<file path="src/pkg/abcbx_pkg.sv">
//
// Contract
// - AND-literal opcode 0000 1011 ANDs accumulator with literal, result to accumulator.
// - Both AND instructions change only negative and zero flags.
// - AND-with-file opcode 0001 01da; d=0 writes accumulator, d=1 writes register.
// - Access bit 0 selects access bank; 1 uses bank pointer for bank.
// - Extended set, access bit 0, address at most 95: indexed literal-offset.
// - Each cycle runs decode, operand read, process, result write phases.
// - Branch-on-carry, opcode 1110 0010, branches when carry is 1; flags untouched.
// - Branch-on-no-carry, opcode 1110 0011, branches when carry is 0.
// - Branch-on-negative, printed opcode 0110 1110, branches when negative is 1.
// - Branch-on-non-negative, opcode 1110 0111, branches when negative is 0.
// - Taken branch loads program counter with branch address plus two plus 2n.
// - Branch takes one cycle untaken, two taken; second cycle is empty.
// - Bit-clear opcode 1001 bbba clears one bit by read-modify-write, flags kept.
package abcbx_pkg;

  // ****************************************************************
  // Widths.
  // ****************************************************************
  localparam int DATA_W  = 8;
  localparam int FADDR_W = 12;
  localparam int PC_W    = 21;
  localparam int INSTR_W = 16;
  localparam int BANK_W  = 4;
  localparam int STAT_W  = 5;

  // ****************************************************************
  // Opcodes.
  // ****************************************************************
  localparam logic [7:0] OP_AND_LIT  = 8'h0B;
  localparam logic [5:0] OP_AND_FILE = 6'h05;
  localparam logic [3:0] OP_CLR_BIT  = 4'h9;
  localparam logic [7:0] OP_BR_C     = 8'hE2;
  localparam logic [7:0] OP_BR_NC    = 8'hE3;
  localparam logic [7:0] OP_BR_N     = 8'h6E;
  localparam logic [7:0] OP_BR_NN    = 8'hE7;

  // ****************************************************************
  // Addressing and counter constants.
  // ****************************************************************
  localparam logic [7:0]      INDEX_MAX   = 8'h5F;
  localparam logic [7:0]      ACCESS_SPLIT = 8'h60;
  localparam logic [3:0]      ACCESS_LOW  = 4'h0;
  localparam logic [3:0]      ACCESS_HIGH = 4'hF;
  localparam logic [PC_W-1:0] PC_STEP     = 21'h000002;

  // ****************************************************************
  // Register offsets, fields and reset values.
  // ****************************************************************
  localparam logic [7:0] REG_CTRL   = 8'h00;
  localparam logic [7:0] REG_INSTR  = 8'h04;
  localparam logic [7:0] REG_ACC    = 8'h08;
  localparam logic [7:0] REG_STATUS = 8'h0C;
  localparam logic [7:0] REG_PC     = 8'h10;
  localparam logic [7:0] REG_BANK   = 8'h14;
  localparam logic [7:0] REG_INDEX  = 8'h18;
  localparam logic [7:0] REG_STATE  = 8'h1C;

  localparam int CTRL_EXT   = 0;
  localparam int ST_C       = 0;
  localparam int ST_DC      = 1;
  localparam int ST_Z       = 2;
  localparam int ST_OV      = 3;
  localparam int ST_N       = 4;
  localparam int STA_BUSY   = 0;
  localparam int STA_PHASE  = 1;
  localparam int STA_NOP    = 4;
  localparam int STA_TAKEN  = 5;
  localparam int STA_BADOP  = 6;

  localparam logic [DATA_W-1:0]  RST_DATA = 8'h00;
  localparam logic [STAT_W-1:0]  RST_STAT = 5'h00;
  localparam logic [PC_W-1:0]    RST_PC   = 21'h000000;
  localparam logic [INSTR_W-1:0] RST_INSTR = 16'h0000;

  // ****************************************************************
  // Types.
  // ****************************************************************
  typedef enum logic [2:0] {
    PH_IDLE = 3'b000,
    PH_Q1   = 3'b001,
    PH_Q2   = 3'b010,
    PH_Q3   = 3'b011,
    PH_Q4   = 3'b100
  } abcbx_phase_t;

  typedef enum logic [2:0] {
    OPK_NONE     = 3'b000,
    OPK_AND_LIT  = 3'b001,
    OPK_AND_FILE = 3'b010,
    OPK_CLR_BIT  = 3'b011,
    OPK_BRANCH   = 3'b100
  } abcbx_opk_t;

endpackage

</file>
<file path="src/pkg/abcbx_exec_if.sv">
`timescale 1ns/1ps
interface abcbx_exec_if;
  logic [abcbx_pkg::INSTR_W-1:0] instr;
  logic                          extEnable;
  logic [abcbx_pkg::BANK_W-1:0]  bankPtr;
  logic [abcbx_pkg::FADDR_W-1:0] indexBase;
  logic [abcbx_pkg::DATA_W-1:0]  acc;
  logic [abcbx_pkg::DATA_W-1:0]  fileData;
  logic                          carry;
  logic                          negative;
  logic [abcbx_pkg::PC_W-1:0]    pc;
  abcbx_pkg::abcbx_opk_t         kind;
  logic                          toFile;
  logic [abcbx_pkg::FADDR_W-1:0] fileAddr;
  logic [abcbx_pkg::DATA_W-1:0]  result;
  logic                          taken;
  logic [abcbx_pkg::PC_W-1:0]    target;

  modport core (output instr, extEnable, bankPtr, indexBase, acc, fileData,
                output carry, negative, pc,
                input  kind, toFile, fileAddr, result, taken, target);
  modport unit (input  instr, extEnable, bankPtr, indexBase, acc, fileData,
                input  carry, negative, pc,
                output kind, toFile, fileAddr, result, taken, target);
endinterface

</file>
<file path="src/logic/abcbx_core.sv">
// The register addresses and register access over APB are this design's own decisions.
`timescale 1ns/1ps
module abcbx_core (
  input  wire logic                          clk,
  input  wire logic                          rst,
  input  wire logic [7:0]                    paddr,
  input  wire logic                          psel,
  input  wire logic                          penable,
  input  wire logic                          pwrite,
  input  wire logic [31:0]                   pwdata,
  input  wire logic [3:0]                    pstrb,
  output logic      [31:0]                   prdata,
  output logic                               pready,
  output logic                               pslverr,
  output logic      [abcbx_pkg::FADDR_W-1:0] memAddr,
  output logic      [abcbx_pkg::DATA_W-1:0]  memWrData,
  output logic                               memWe,
  input  wire logic [abcbx_pkg::DATA_W-1:0]  memRdData
);

  // ****************************************************************
  // Helpers.
  // ****************************************************************
  function automatic logic [31:0] merge(input logic [31:0] old,
                                        input logic [31:0] wd,
                                        input logic [3:0]  strb);
    logic [31:0] m;
    m = {{8{strb[3]}}, {8{strb[2]}}, {8{strb[1]}}, {8{strb[0]}}};
    merge = (old & ~m) | (wd & m);
  endfunction

  // ****************************************************************
  // State.
  // ****************************************************************
  abcbx_pkg::abcbx_phase_t        phase;
  abcbx_pkg::abcbx_phase_t        next_phase;
  logic                           inNop;
  logic                           next_inNop;
  logic [abcbx_pkg::INSTR_W-1:0]  instr;
  logic [abcbx_pkg::INSTR_W-1:0]  next_instr;
  logic [abcbx_pkg::DATA_W-1:0]   acc;
  logic [abcbx_pkg::DATA_W-1:0]   next_acc;
  logic [abcbx_pkg::STAT_W-1:0]   status;
  logic [abcbx_pkg::STAT_W-1:0]   next_status;
  logic [abcbx_pkg::PC_W-1:0]     pc;
  logic [abcbx_pkg::PC_W-1:0]     next_pc;
  logic [abcbx_pkg::BANK_W-1:0]   bankPtr;
  logic [abcbx_pkg::BANK_W-1:0]   next_bankPtr;
  logic [abcbx_pkg::FADDR_W-1:0]  indexBase;
  logic [abcbx_pkg::FADDR_W-1:0]  next_indexBase;
  logic                           extEnable;
  logic                           next_extEnable;
  logic [abcbx_pkg::DATA_W-1:0]   fileData;
  logic [abcbx_pkg::DATA_W-1:0]   next_fileData;
  logic [abcbx_pkg::DATA_W-1:0]   resultReg;
  logic [abcbx_pkg::DATA_W-1:0]   next_resultReg;
  logic                           takenReg;
  logic                           next_takenReg;
  logic                           badOp;
  logic                           next_badOp;
  logic [abcbx_pkg::FADDR_W-1:0]  next_memAddr;
  logic [abcbx_pkg::DATA_W-1:0]   next_memWrData;
  logic                           next_memWe;
  logic [31:0]                    next_prdata;
  logic                           next_pslverr;

  logic        busy;
  logic        setup;
  logic        wrAccess;
  logic        known;
  logic [31:0] readMux;
  logic [31:0] wrMerged;

  abcbx_exec_if ex ();

  abcbx_decode_unit i_abcbx_decode_unit (
    .ex (ex.unit)
  );

  assign ex.instr     = instr;
  assign ex.extEnable = extEnable;
  assign ex.bankPtr   = bankPtr;
  assign ex.indexBase = indexBase;
  assign ex.acc       = acc;
  assign ex.fileData  = fileData;
  assign ex.carry     = status[abcbx_pkg::ST_C];
  assign ex.negative  = status[abcbx_pkg::ST_N];
  assign ex.pc        = pc;

  // ****************************************************************
  // Bus decode.
  // ****************************************************************
  assign busy     = (phase != abcbx_pkg::PH_IDLE);
  assign setup    = psel && !penable;
  assign wrAccess = psel && penable && pwrite;
  assign pready   = 1'b1;
  assign wrMerged = merge(readMux, pwdata, pstrb);

  always_comb begin
    known   = 1'b1;
    readMux = 32'h00000000;
    unique case (paddr)
      abcbx_pkg::REG_CTRL:   readMux[abcbx_pkg::CTRL_EXT] = extEnable;
      abcbx_pkg::REG_INSTR:  readMux[15:0] = instr;
      abcbx_pkg::REG_ACC:    readMux[7:0] = acc;
      abcbx_pkg::REG_STATUS: readMux[4:0] = status;
      abcbx_pkg::REG_PC:     readMux[20:0] = pc;
      abcbx_pkg::REG_BANK:   readMux[3:0] = bankPtr;
      abcbx_pkg::REG_INDEX:  readMux[11:0] = indexBase;
      abcbx_pkg::REG_STATE: begin
        readMux[abcbx_pkg::STA_BUSY]       = busy;
        readMux[abcbx_pkg::STA_PHASE +: 3] = phase;
        readMux[abcbx_pkg::STA_NOP]        = inNop;
        readMux[abcbx_pkg::STA_TAKEN]      = takenReg;
        readMux[abcbx_pkg::STA_BADOP]      = badOp;
      end
      default: known = 1'b0;
    endcase
  end

  // ****************************************************************
  // Next values.
  // ****************************************************************
  always_comb begin
    next_phase     = phase;
    next_inNop     = inNop;
    next_instr     = instr;
    next_acc       = acc;
    next_status    = status;
    next_pc        = pc;
    next_bankPtr   = bankPtr;
    next_indexBase = indexBase;
    next_extEnable = extEnable;
    next_fileData  = fileData;
    next_resultReg = resultReg;
    next_takenReg  = takenReg;
    next_badOp     = badOp;
    next_memAddr   = memAddr;
    next_memWrData = memWrData;
    next_memWe     = 1'b0;
    next_prdata    = prdata;
    next_pslverr   = pslverr;

    if (setup) begin
      next_prdata  = known ? readMux : 32'h00000000;
      next_pslverr = !known;
    end

    if (wrAccess && !busy) begin
      unique case (paddr)
        abcbx_pkg::REG_CTRL: begin
          next_extEnable = wrMerged[abcbx_pkg::CTRL_EXT];
        end
        abcbx_pkg::REG_INSTR: begin
          next_instr    = wrMerged[15:0];
          next_phase    = abcbx_pkg::PH_Q1;
          next_inNop    = 1'b0;
          next_takenReg = 1'b0;
          next_badOp    = 1'b0;
        end
        abcbx_pkg::REG_ACC: begin
          next_acc = wrMerged[7:0];
        end
        abcbx_pkg::REG_STATUS: begin
          next_status = wrMerged[4:0];
        end
        abcbx_pkg::REG_PC: begin
          next_pc = wrMerged[20:0];
        end
        abcbx_pkg::REG_BANK: begin
          next_bankPtr = wrMerged[3:0];
        end
        abcbx_pkg::REG_INDEX: begin
          next_indexBase = wrMerged[11:0];
        end
        default: begin
        end
      endcase
    end

    unique case (phase)
      abcbx_pkg::PH_IDLE: begin
      end
      abcbx_pkg::PH_Q1: begin
        next_phase = abcbx_pkg::PH_Q2;
        if (!inNop) begin
          next_pc      = pc + abcbx_pkg::PC_STEP;
          next_memAddr = ex.fileAddr;
          if (ex.kind == abcbx_pkg::OPK_NONE) begin
            next_badOp = 1'b1;
          end
        end
      end
      abcbx_pkg::PH_Q2: begin
        next_phase = abcbx_pkg::PH_Q3;
        if (!inNop) begin
          next_fileData = memRdData;
        end
      end
      abcbx_pkg::PH_Q3: begin
        next_phase = abcbx_pkg::PH_Q4;
        if (!inNop) begin
          next_resultReg = ex.result;
          next_memWrData = ex.result;
          next_memWe     = ex.toFile;
          next_takenReg  = (ex.kind == abcbx_pkg::OPK_BRANCH) && ex.taken;
        end
      end
      abcbx_pkg::PH_Q4: begin
        next_phase = abcbx_pkg::PH_IDLE;
        if (!inNop) begin
          if ((ex.kind == abcbx_pkg::OPK_AND_LIT) ||
              (ex.kind == abcbx_pkg::OPK_AND_FILE)) begin
            if (!ex.toFile) begin
              next_acc = resultReg;
            end
            next_status[abcbx_pkg::ST_Z] = (resultReg == 8'h00);
            next_status[abcbx_pkg::ST_N] = resultReg[7];
          end
          if (takenReg) begin
            next_pc    = ex.target;
            next_phase = abcbx_pkg::PH_Q1;
            next_inNop = 1'b1;
          end
        end else begin
          next_inNop = 1'b0;
        end
      end
      default: begin
        next_phase = abcbx_pkg::PH_IDLE;
      end
    endcase
  end

  // ****************************************************************
  // Registers.
  // ****************************************************************
  always_ff @(posedge clk) begin
    if (rst) begin
      phase     <= abcbx_pkg::PH_IDLE;
      inNop     <= 1'b0;
      instr     <= abcbx_pkg::RST_INSTR;
      acc       <= abcbx_pkg::RST_DATA;
      status    <= abcbx_pkg::RST_STAT;
      pc        <= abcbx_pkg::RST_PC;
      bankPtr   <= 4'h0;
      indexBase <= 12'h000;
      extEnable <= 1'b0;
      fileData  <= abcbx_pkg::RST_DATA;
      resultReg <= abcbx_pkg::RST_DATA;
      takenReg  <= 1'b0;
      badOp     <= 1'b0;
      memAddr   <= 12'h000;
      memWrData <= abcbx_pkg::RST_DATA;
      memWe     <= 1'b0;
      prdata    <= 32'h00000000;
      pslverr   <= 1'b0;
    end else begin
      phase     <= next_phase;
      inNop     <= next_inNop;
      instr     <= next_instr;
      acc       <= next_acc;
      status    <= next_status;
      pc        <= next_pc;
      bankPtr   <= next_bankPtr;
      indexBase <= next_indexBase;
      extEnable <= next_extEnable;
      fileData  <= next_fileData;
      resultReg <= next_resultReg;
      takenReg  <= next_takenReg;
      badOp     <= next_badOp;
      memAddr   <= next_memAddr;
      memWrData <= next_memWrData;
      memWe     <= next_memWe;
      prdata    <= next_prdata;
      pslverr   <= next_pslverr;
    end
  end

endmodule // abcbx_core

</file>
<file path="src/logic/abcbx_decode_unit.sv">
`timescale 1ns/1ps
module abcbx_decode_unit (
  abcbx_exec_if.unit ex
);

  // ****************************************************************
  // Decode, operand address, data path and branch target.
  // ****************************************************************
  logic [7:0] opc;
  logic [7:0] fld;
  logic [7:0] operand;
  logic [7:0] bitMask;

  assign opc = ex.instr[15:8];
  assign fld = ex.instr[7:0];

  always_comb begin
    ex.kind = abcbx_pkg::OPK_NONE;
    if (opc == abcbx_pkg::OP_AND_LIT) begin
      ex.kind = abcbx_pkg::OPK_AND_LIT;
    end else if (opc[7:2] == abcbx_pkg::OP_AND_FILE) begin
      ex.kind = abcbx_pkg::OPK_AND_FILE;
    end else if (opc[7:4] == abcbx_pkg::OP_CLR_BIT) begin
      ex.kind = abcbx_pkg::OPK_CLR_BIT;
    end else if (opc == abcbx_pkg::OP_BR_C || opc == abcbx_pkg::OP_BR_NC ||
                 opc == abcbx_pkg::OP_BR_N || opc == abcbx_pkg::OP_BR_NN) begin
      ex.kind = abcbx_pkg::OPK_BRANCH;
    end
  end

  assign ex.toFile = (ex.kind == abcbx_pkg::OPK_AND_FILE) ? opc[1]
                   : (ex.kind == abcbx_pkg::OPK_CLR_BIT);

  always_comb begin
    if (opc[0]) begin
      ex.fileAddr = {ex.bankPtr, fld};
    end else if (ex.extEnable && fld <= abcbx_pkg::INDEX_MAX) begin
      ex.fileAddr = ex.indexBase + {4'h0, fld};
    end else if (fld < abcbx_pkg::ACCESS_SPLIT) begin
      ex.fileAddr = {abcbx_pkg::ACCESS_LOW, fld};
    end else begin
      ex.fileAddr = {abcbx_pkg::ACCESS_HIGH, fld};
    end
  end

  assign operand = (ex.kind == abcbx_pkg::OPK_AND_LIT) ? fld : ex.fileData;
  assign bitMask = 8'h01 << opc[3:1];
  assign ex.result = (ex.kind == abcbx_pkg::OPK_CLR_BIT)
                   ? (ex.fileData & ~bitMask)
                   : (ex.acc & operand);

  always_comb begin
    unique case (opc)
      abcbx_pkg::OP_BR_C:  ex.taken = ex.carry;
      abcbx_pkg::OP_BR_NC: ex.taken = !ex.carry;
      abcbx_pkg::OP_BR_N:  ex.taken = ex.negative;
      abcbx_pkg::OP_BR_NN: ex.taken = !ex.negative;
      default:             ex.taken = 1'b0;
    endcase
  end

  assign ex.target = ex.pc + {{12{fld[7]}}, fld, 1'b0};

endmodule // abcbx_decode_unit

</file>
<file path="config.mk">
export PLATFORM = sky130hd
export DESIGN_NAME = abcbx_core
export DESIGN_NICKNAME = d
export VERILOG_FILES = /design/src/pkg/abcbx_pkg.sv /design/src/pkg/abcbx_exec_if.sv /design/src/logic/abcbx_core.sv /design/src/logic/abcbx_decode_unit.sv
export SDC_FILE = /design/constraint.sdc
export NUM_CORES = 1
export LEC_CHECK = 0
export ABC_AREA = 1
export BUFFER_PORTS_ARGS = -buffer_cell sky130_fd_sc_hd__buf_2
export CAP_MARGIN = 0
export CORE_MARGIN = 2
export CORE_UTILIZATION = 55
export CTS_CLUSTER_DIAMETER = 50
export DETAILED_ROUTE_END_ITERATION = 6
export GPL_ROUTABILITY_DRIVEN = 0
export PLACE_DENSITY = 0.77
export SLEW_MARGIN = 30
export SYNTH_ARGS = -nofsm -noshare
export SYNTH_HDL_FRONTEND = slang
export SYNTH_SLANG_ARGS = --single-unit
</file>
<file path="constraint.sdc">
create_clock -name clk -period 2.91 [get_ports clk]
set_input_delay 0.291 -clock clk [delete_from_list [all_inputs] [get_ports clk]]
set_output_delay 0.291 -clock clk [all_outputs]
set_load 0.02 [all_outputs]
</file>
==> impl_metrics.tcl <==
set metrics [dict create \
    clk_skew_ns 0.0101 \
    synth_async_sr_flop_share_pct 0 \
    nNetsFinal 1516 \
    yosys.area.top_type "dfxtp_1" \
    synth_area_leaders "dfxtp_1 29%, nand2_1 13%, a21oi_1 8.9%" \
    synth_top_area_share_pct 29.3 \
    grtUsageTotal_pct 34.7 \
    cts_hold_repair.buffers 0 \
    antenna_cells 0 \
    post_route_cells_drive_above_1_share_pct 12.0 \
    numCtsBuffers 17 \
    post_synth_num_cell_types 57 \
    dp_hpwl_mm 21.3 \
    io-pin-count 112 \
    cp_data_arrival_time_ns 2.95 \
    number_of_pins_with_negative_max_slew_slack_in_the_final_report 0 \
    grt_first_pass_wirelength_mm 44.4 \
    setup.worst_path.end_class "register" \
    cts-htree-levels 4 \
    worstSetupPathType "reg -> reg" \
    timing.critical_path.from_type "register" \
    rsz_0062_raised_after_global_routing "false" \
    syn_avg_cell_area_um2 6.30 \
    cts.reportedPaths.clkPinSlew_ns 0.06 \
    chipWidth_um 128 \
    finalCriticalPeriod_ns 2.58 \
    maximum_net_fanout_on_the_critical_path 6 \
    slew_headroom_pct 49.5 \
    failed_checks "DRC" \
    clock_sink_count 124 \
    grt.overflow.total 0 \
    first_global_vias 8672 \
    drt_drc_violations_left 35 \
    drt-total-wl_mm 28.6 \
    finish.utilization_pct 63.8 \
    status "complete, but fails checks" \
    dr_total_vias 9723 \
    synth_enable_flop_cells 0 \
    cell_at_the_root_of_the_clock_tree "clkbuf_16" \
    worst_hold_slack_ns 0.0719 \
    io_buf_count 87 \
    worstRegToRegCells 11 \
    hold-path-endpoint "ex.fileData[4]$_SDFFE_PP0P_" \
    leading_register_cell_type_out_of_synthesis "dfxtp_1" \
    cts_tree "yes" \
    hold_path_class "in -> reg" \
    antenna_violating_nets_post_route 0 \
    maxCapViolCount 0 \
    ys_top_cells_by_count "293 x nand2_1, 167 x inv_1, 151 x a21oi_1, 130 x o21ai_0, 124 x dfxtp_1" \
    grt_antenna_before_repair 0 \
    drt_iter0_markers 1414 \
    tns_ns 0 \
    setup_viol 0 \
    vdd.ir_drop.worst_mv 0.433 \
    netlist_area_um2 8470 \
    yosys_warnings 0 \
    maximum_number_of_pins_on_one_net_before_global_route_repair 70 \
    r2r-end "memAddr[10]$_SDFFE_PP0P_" \
    cp_required_ns 3.28 \
    die-height_um 128 \
    power.leakage_nw 4.54 \
    clk_path_buf_depth 2 \
    clk-insertion-delay-late_ns 0.44 \
    reg2reg_from "ex.instr[1]$_SDFFE_PP0P_" \
    die_area_um2 16400 \
    area_growth_syn_to_layout_pct 14.0 \
    maxClockFrequency_mhz 387 \
    post_synth_inst_count 1344 \
    worst-r2r-setup-slack_ns 0.33 \
    post_cts.resized_instances 0 \
    power.density_cell_area_nw_per_um2 439 \
    drt-vias-per-instance 5.97 \
    initial_core_util_pct 55.9 \
    synth_most_common_cell "nand2_1" \
    core_rows 45 \
    final.period_utilization_pct 88.7 \
    timing.hold.worst.start "memRdData[4]" \
    hold_depth 3 \
    flop_and_latch_count_out_of_synthesis 124 \
    synth_seq_area_share_pct 29.3 \
    routed_wire_length_per_instance_um 17.6 \
    postCtsSetupBuffers 0 \
    dr.pass1.iters 7 \
    worstMarginPinSlew_ns 0.756 \
    core_region_area_um2 15100 \
    n_fill_cell 1453 \
    timing_hold_violations_final 0 \
]
-- critical path, stage by stage, from the launching register on --
cell	delay, ns
dfxtp_1	0.48
inv_1	0.19
fa_1	0.48
o21ai_0	0.41
nand3_1	0.19
nand2_1	0.12
nand2_1	0.08
o21ai_0	0.19
nand3_1	0.10
nand2_1	0.08
nand2_1	0.07
a21oi_1	0.12
-- power by group --
group | leakage [nW] | total (W) | internal (W) | switching (W)
Combinational | 3.27 | 0.000334 | 0.0000971 | 0.000236
Sequential | 0.999 | 0.00175 | 0.00173 | 0.0000235
Clock | 0.280 | 0.00215 | 0.00131 | 0.000840
-- worst max-delay path by stage --
stage,slack [ns],cells past startpoint,startpoint,endpoint
floorplan,0.91,11,ex.instr[1]$_SDFFE_PP0P_,memAddr[10]$_SDFFE_PP0P_
global route,0.13,11,ex.instr[1]$_SDFFE_PP0P_,memAddr[10]$_SDFFE_PP0P_
finish,0.33,11,ex.instr[1]$_SDFFE_PP0P_,memAddr[10]$_SDFFE_PP0P_
global placement,0.49,11,ex.instr[1]$_SDFFE_PP0P_,memAddr[10]$_SDFFE_PP0P_
detailed placement,0.43,11,ex.instr[1]$_SDFFE_PP0P_,memAddr[10]$_SDFFE_PP0P_
CTS,0.37,11,ex.instr[1]$_SDFFE_PP0P_,memAddr[10]$_SDFFE_PP0P_
-- area by class of cell --
class | instances | area [um^2] | share of cell area [%]
inverters | 180 | 678 | 7.02
repair buffers | 106 | 578 | 5.98
flip-flops and latches | 124 | 2480 | 25.7
multi-input cells | 1000 | 5090 | 52.7
clock inverters | 12 | 135 | 1.40
clock buffers | 20 | 457 | 4.73
well taps | 188 | 235 | 2.44
-- sequential cells by signal (all words and copies together) (netlist names), 3 cells and up, named ones only --
name          cells
acc               8
ex.pc            21
bankPtr           4
ex.fileData       8
resultReg         8
ex.instr         16
phase             3
prdata           21
ex.indexBase     12
memAddr          12
status            5
-- cells by family (layout without fill, tap and decap cells) --
kind of cell    after synthesis  count (layout)  synth area share [%]
xor+xnor                     12              12                  1.24
buf+inv                     230             318                  11.0
fa+ha+maj                    30              30                  4.61
flops                       124             124                  29.3
other cells                   2              12                0.0886
mux                           2               2                 0.236
compound gates              351             351                  22.6
simple gates                593             593                  30.9
-- through the flow --
stage	std cells	setup slack [ns]	power [W]	area, um^2
2_1_floorplan	1354	0.905	0.00200	8510
3_3_place_gp	1598	0.489	0.00211	9070
3_5_place_dp	1598	0.431	0.00211	9070
4_1_cts	1630	0.371	0.00422	9660
5_1_grt	1630	0.127	0.00433	9660
6_report	1630	0.329	0.00424	9660
-- layer usage --
metal  vias up  share of wire (%)  GRT usage [%]
li1       4647                  -              -
met5         -                  0              0
met1      4363                 42           46.0
met3       111                 11           7.72
met4         0                4.9           16.8
met2       602                 43           53.5
-- layout by cell type (no fill, tap or decap), drive strengths merged, types with 3 or more instances in the layout --
master | Yosys | final
nand4 | 16 | 16
nor3 | 17 | 17
dfxtp | 124 | 124
clkinvlp | 0 | 4
o21bai | 4 | 4
a21oi | 151 | 151
buf | 23 | 106
o311ai | 5 | 5
nor2 | 131 | 131
clkinv | 4 | 6
o21ai | 133 | 133
ha | 28 | 28
nand3b | 5 | 5
clkbuf | 27 | 20
nand2 | 300 | 300
a21boi | 4 | 4
a21o | 5 | 5
o211ai | 18 | 18
nor4 | 4 | 4
xnor2 | 3 | 3
o22ai | 9 | 9
conb | 2 | 12
inv | 176 | 180
xor2 | 9 | 9
nand3 | 109 | 109
a31oi | 10 | 10
or2 | 8 | 8
Note: power is estimated with default switching activity, not from simulation.
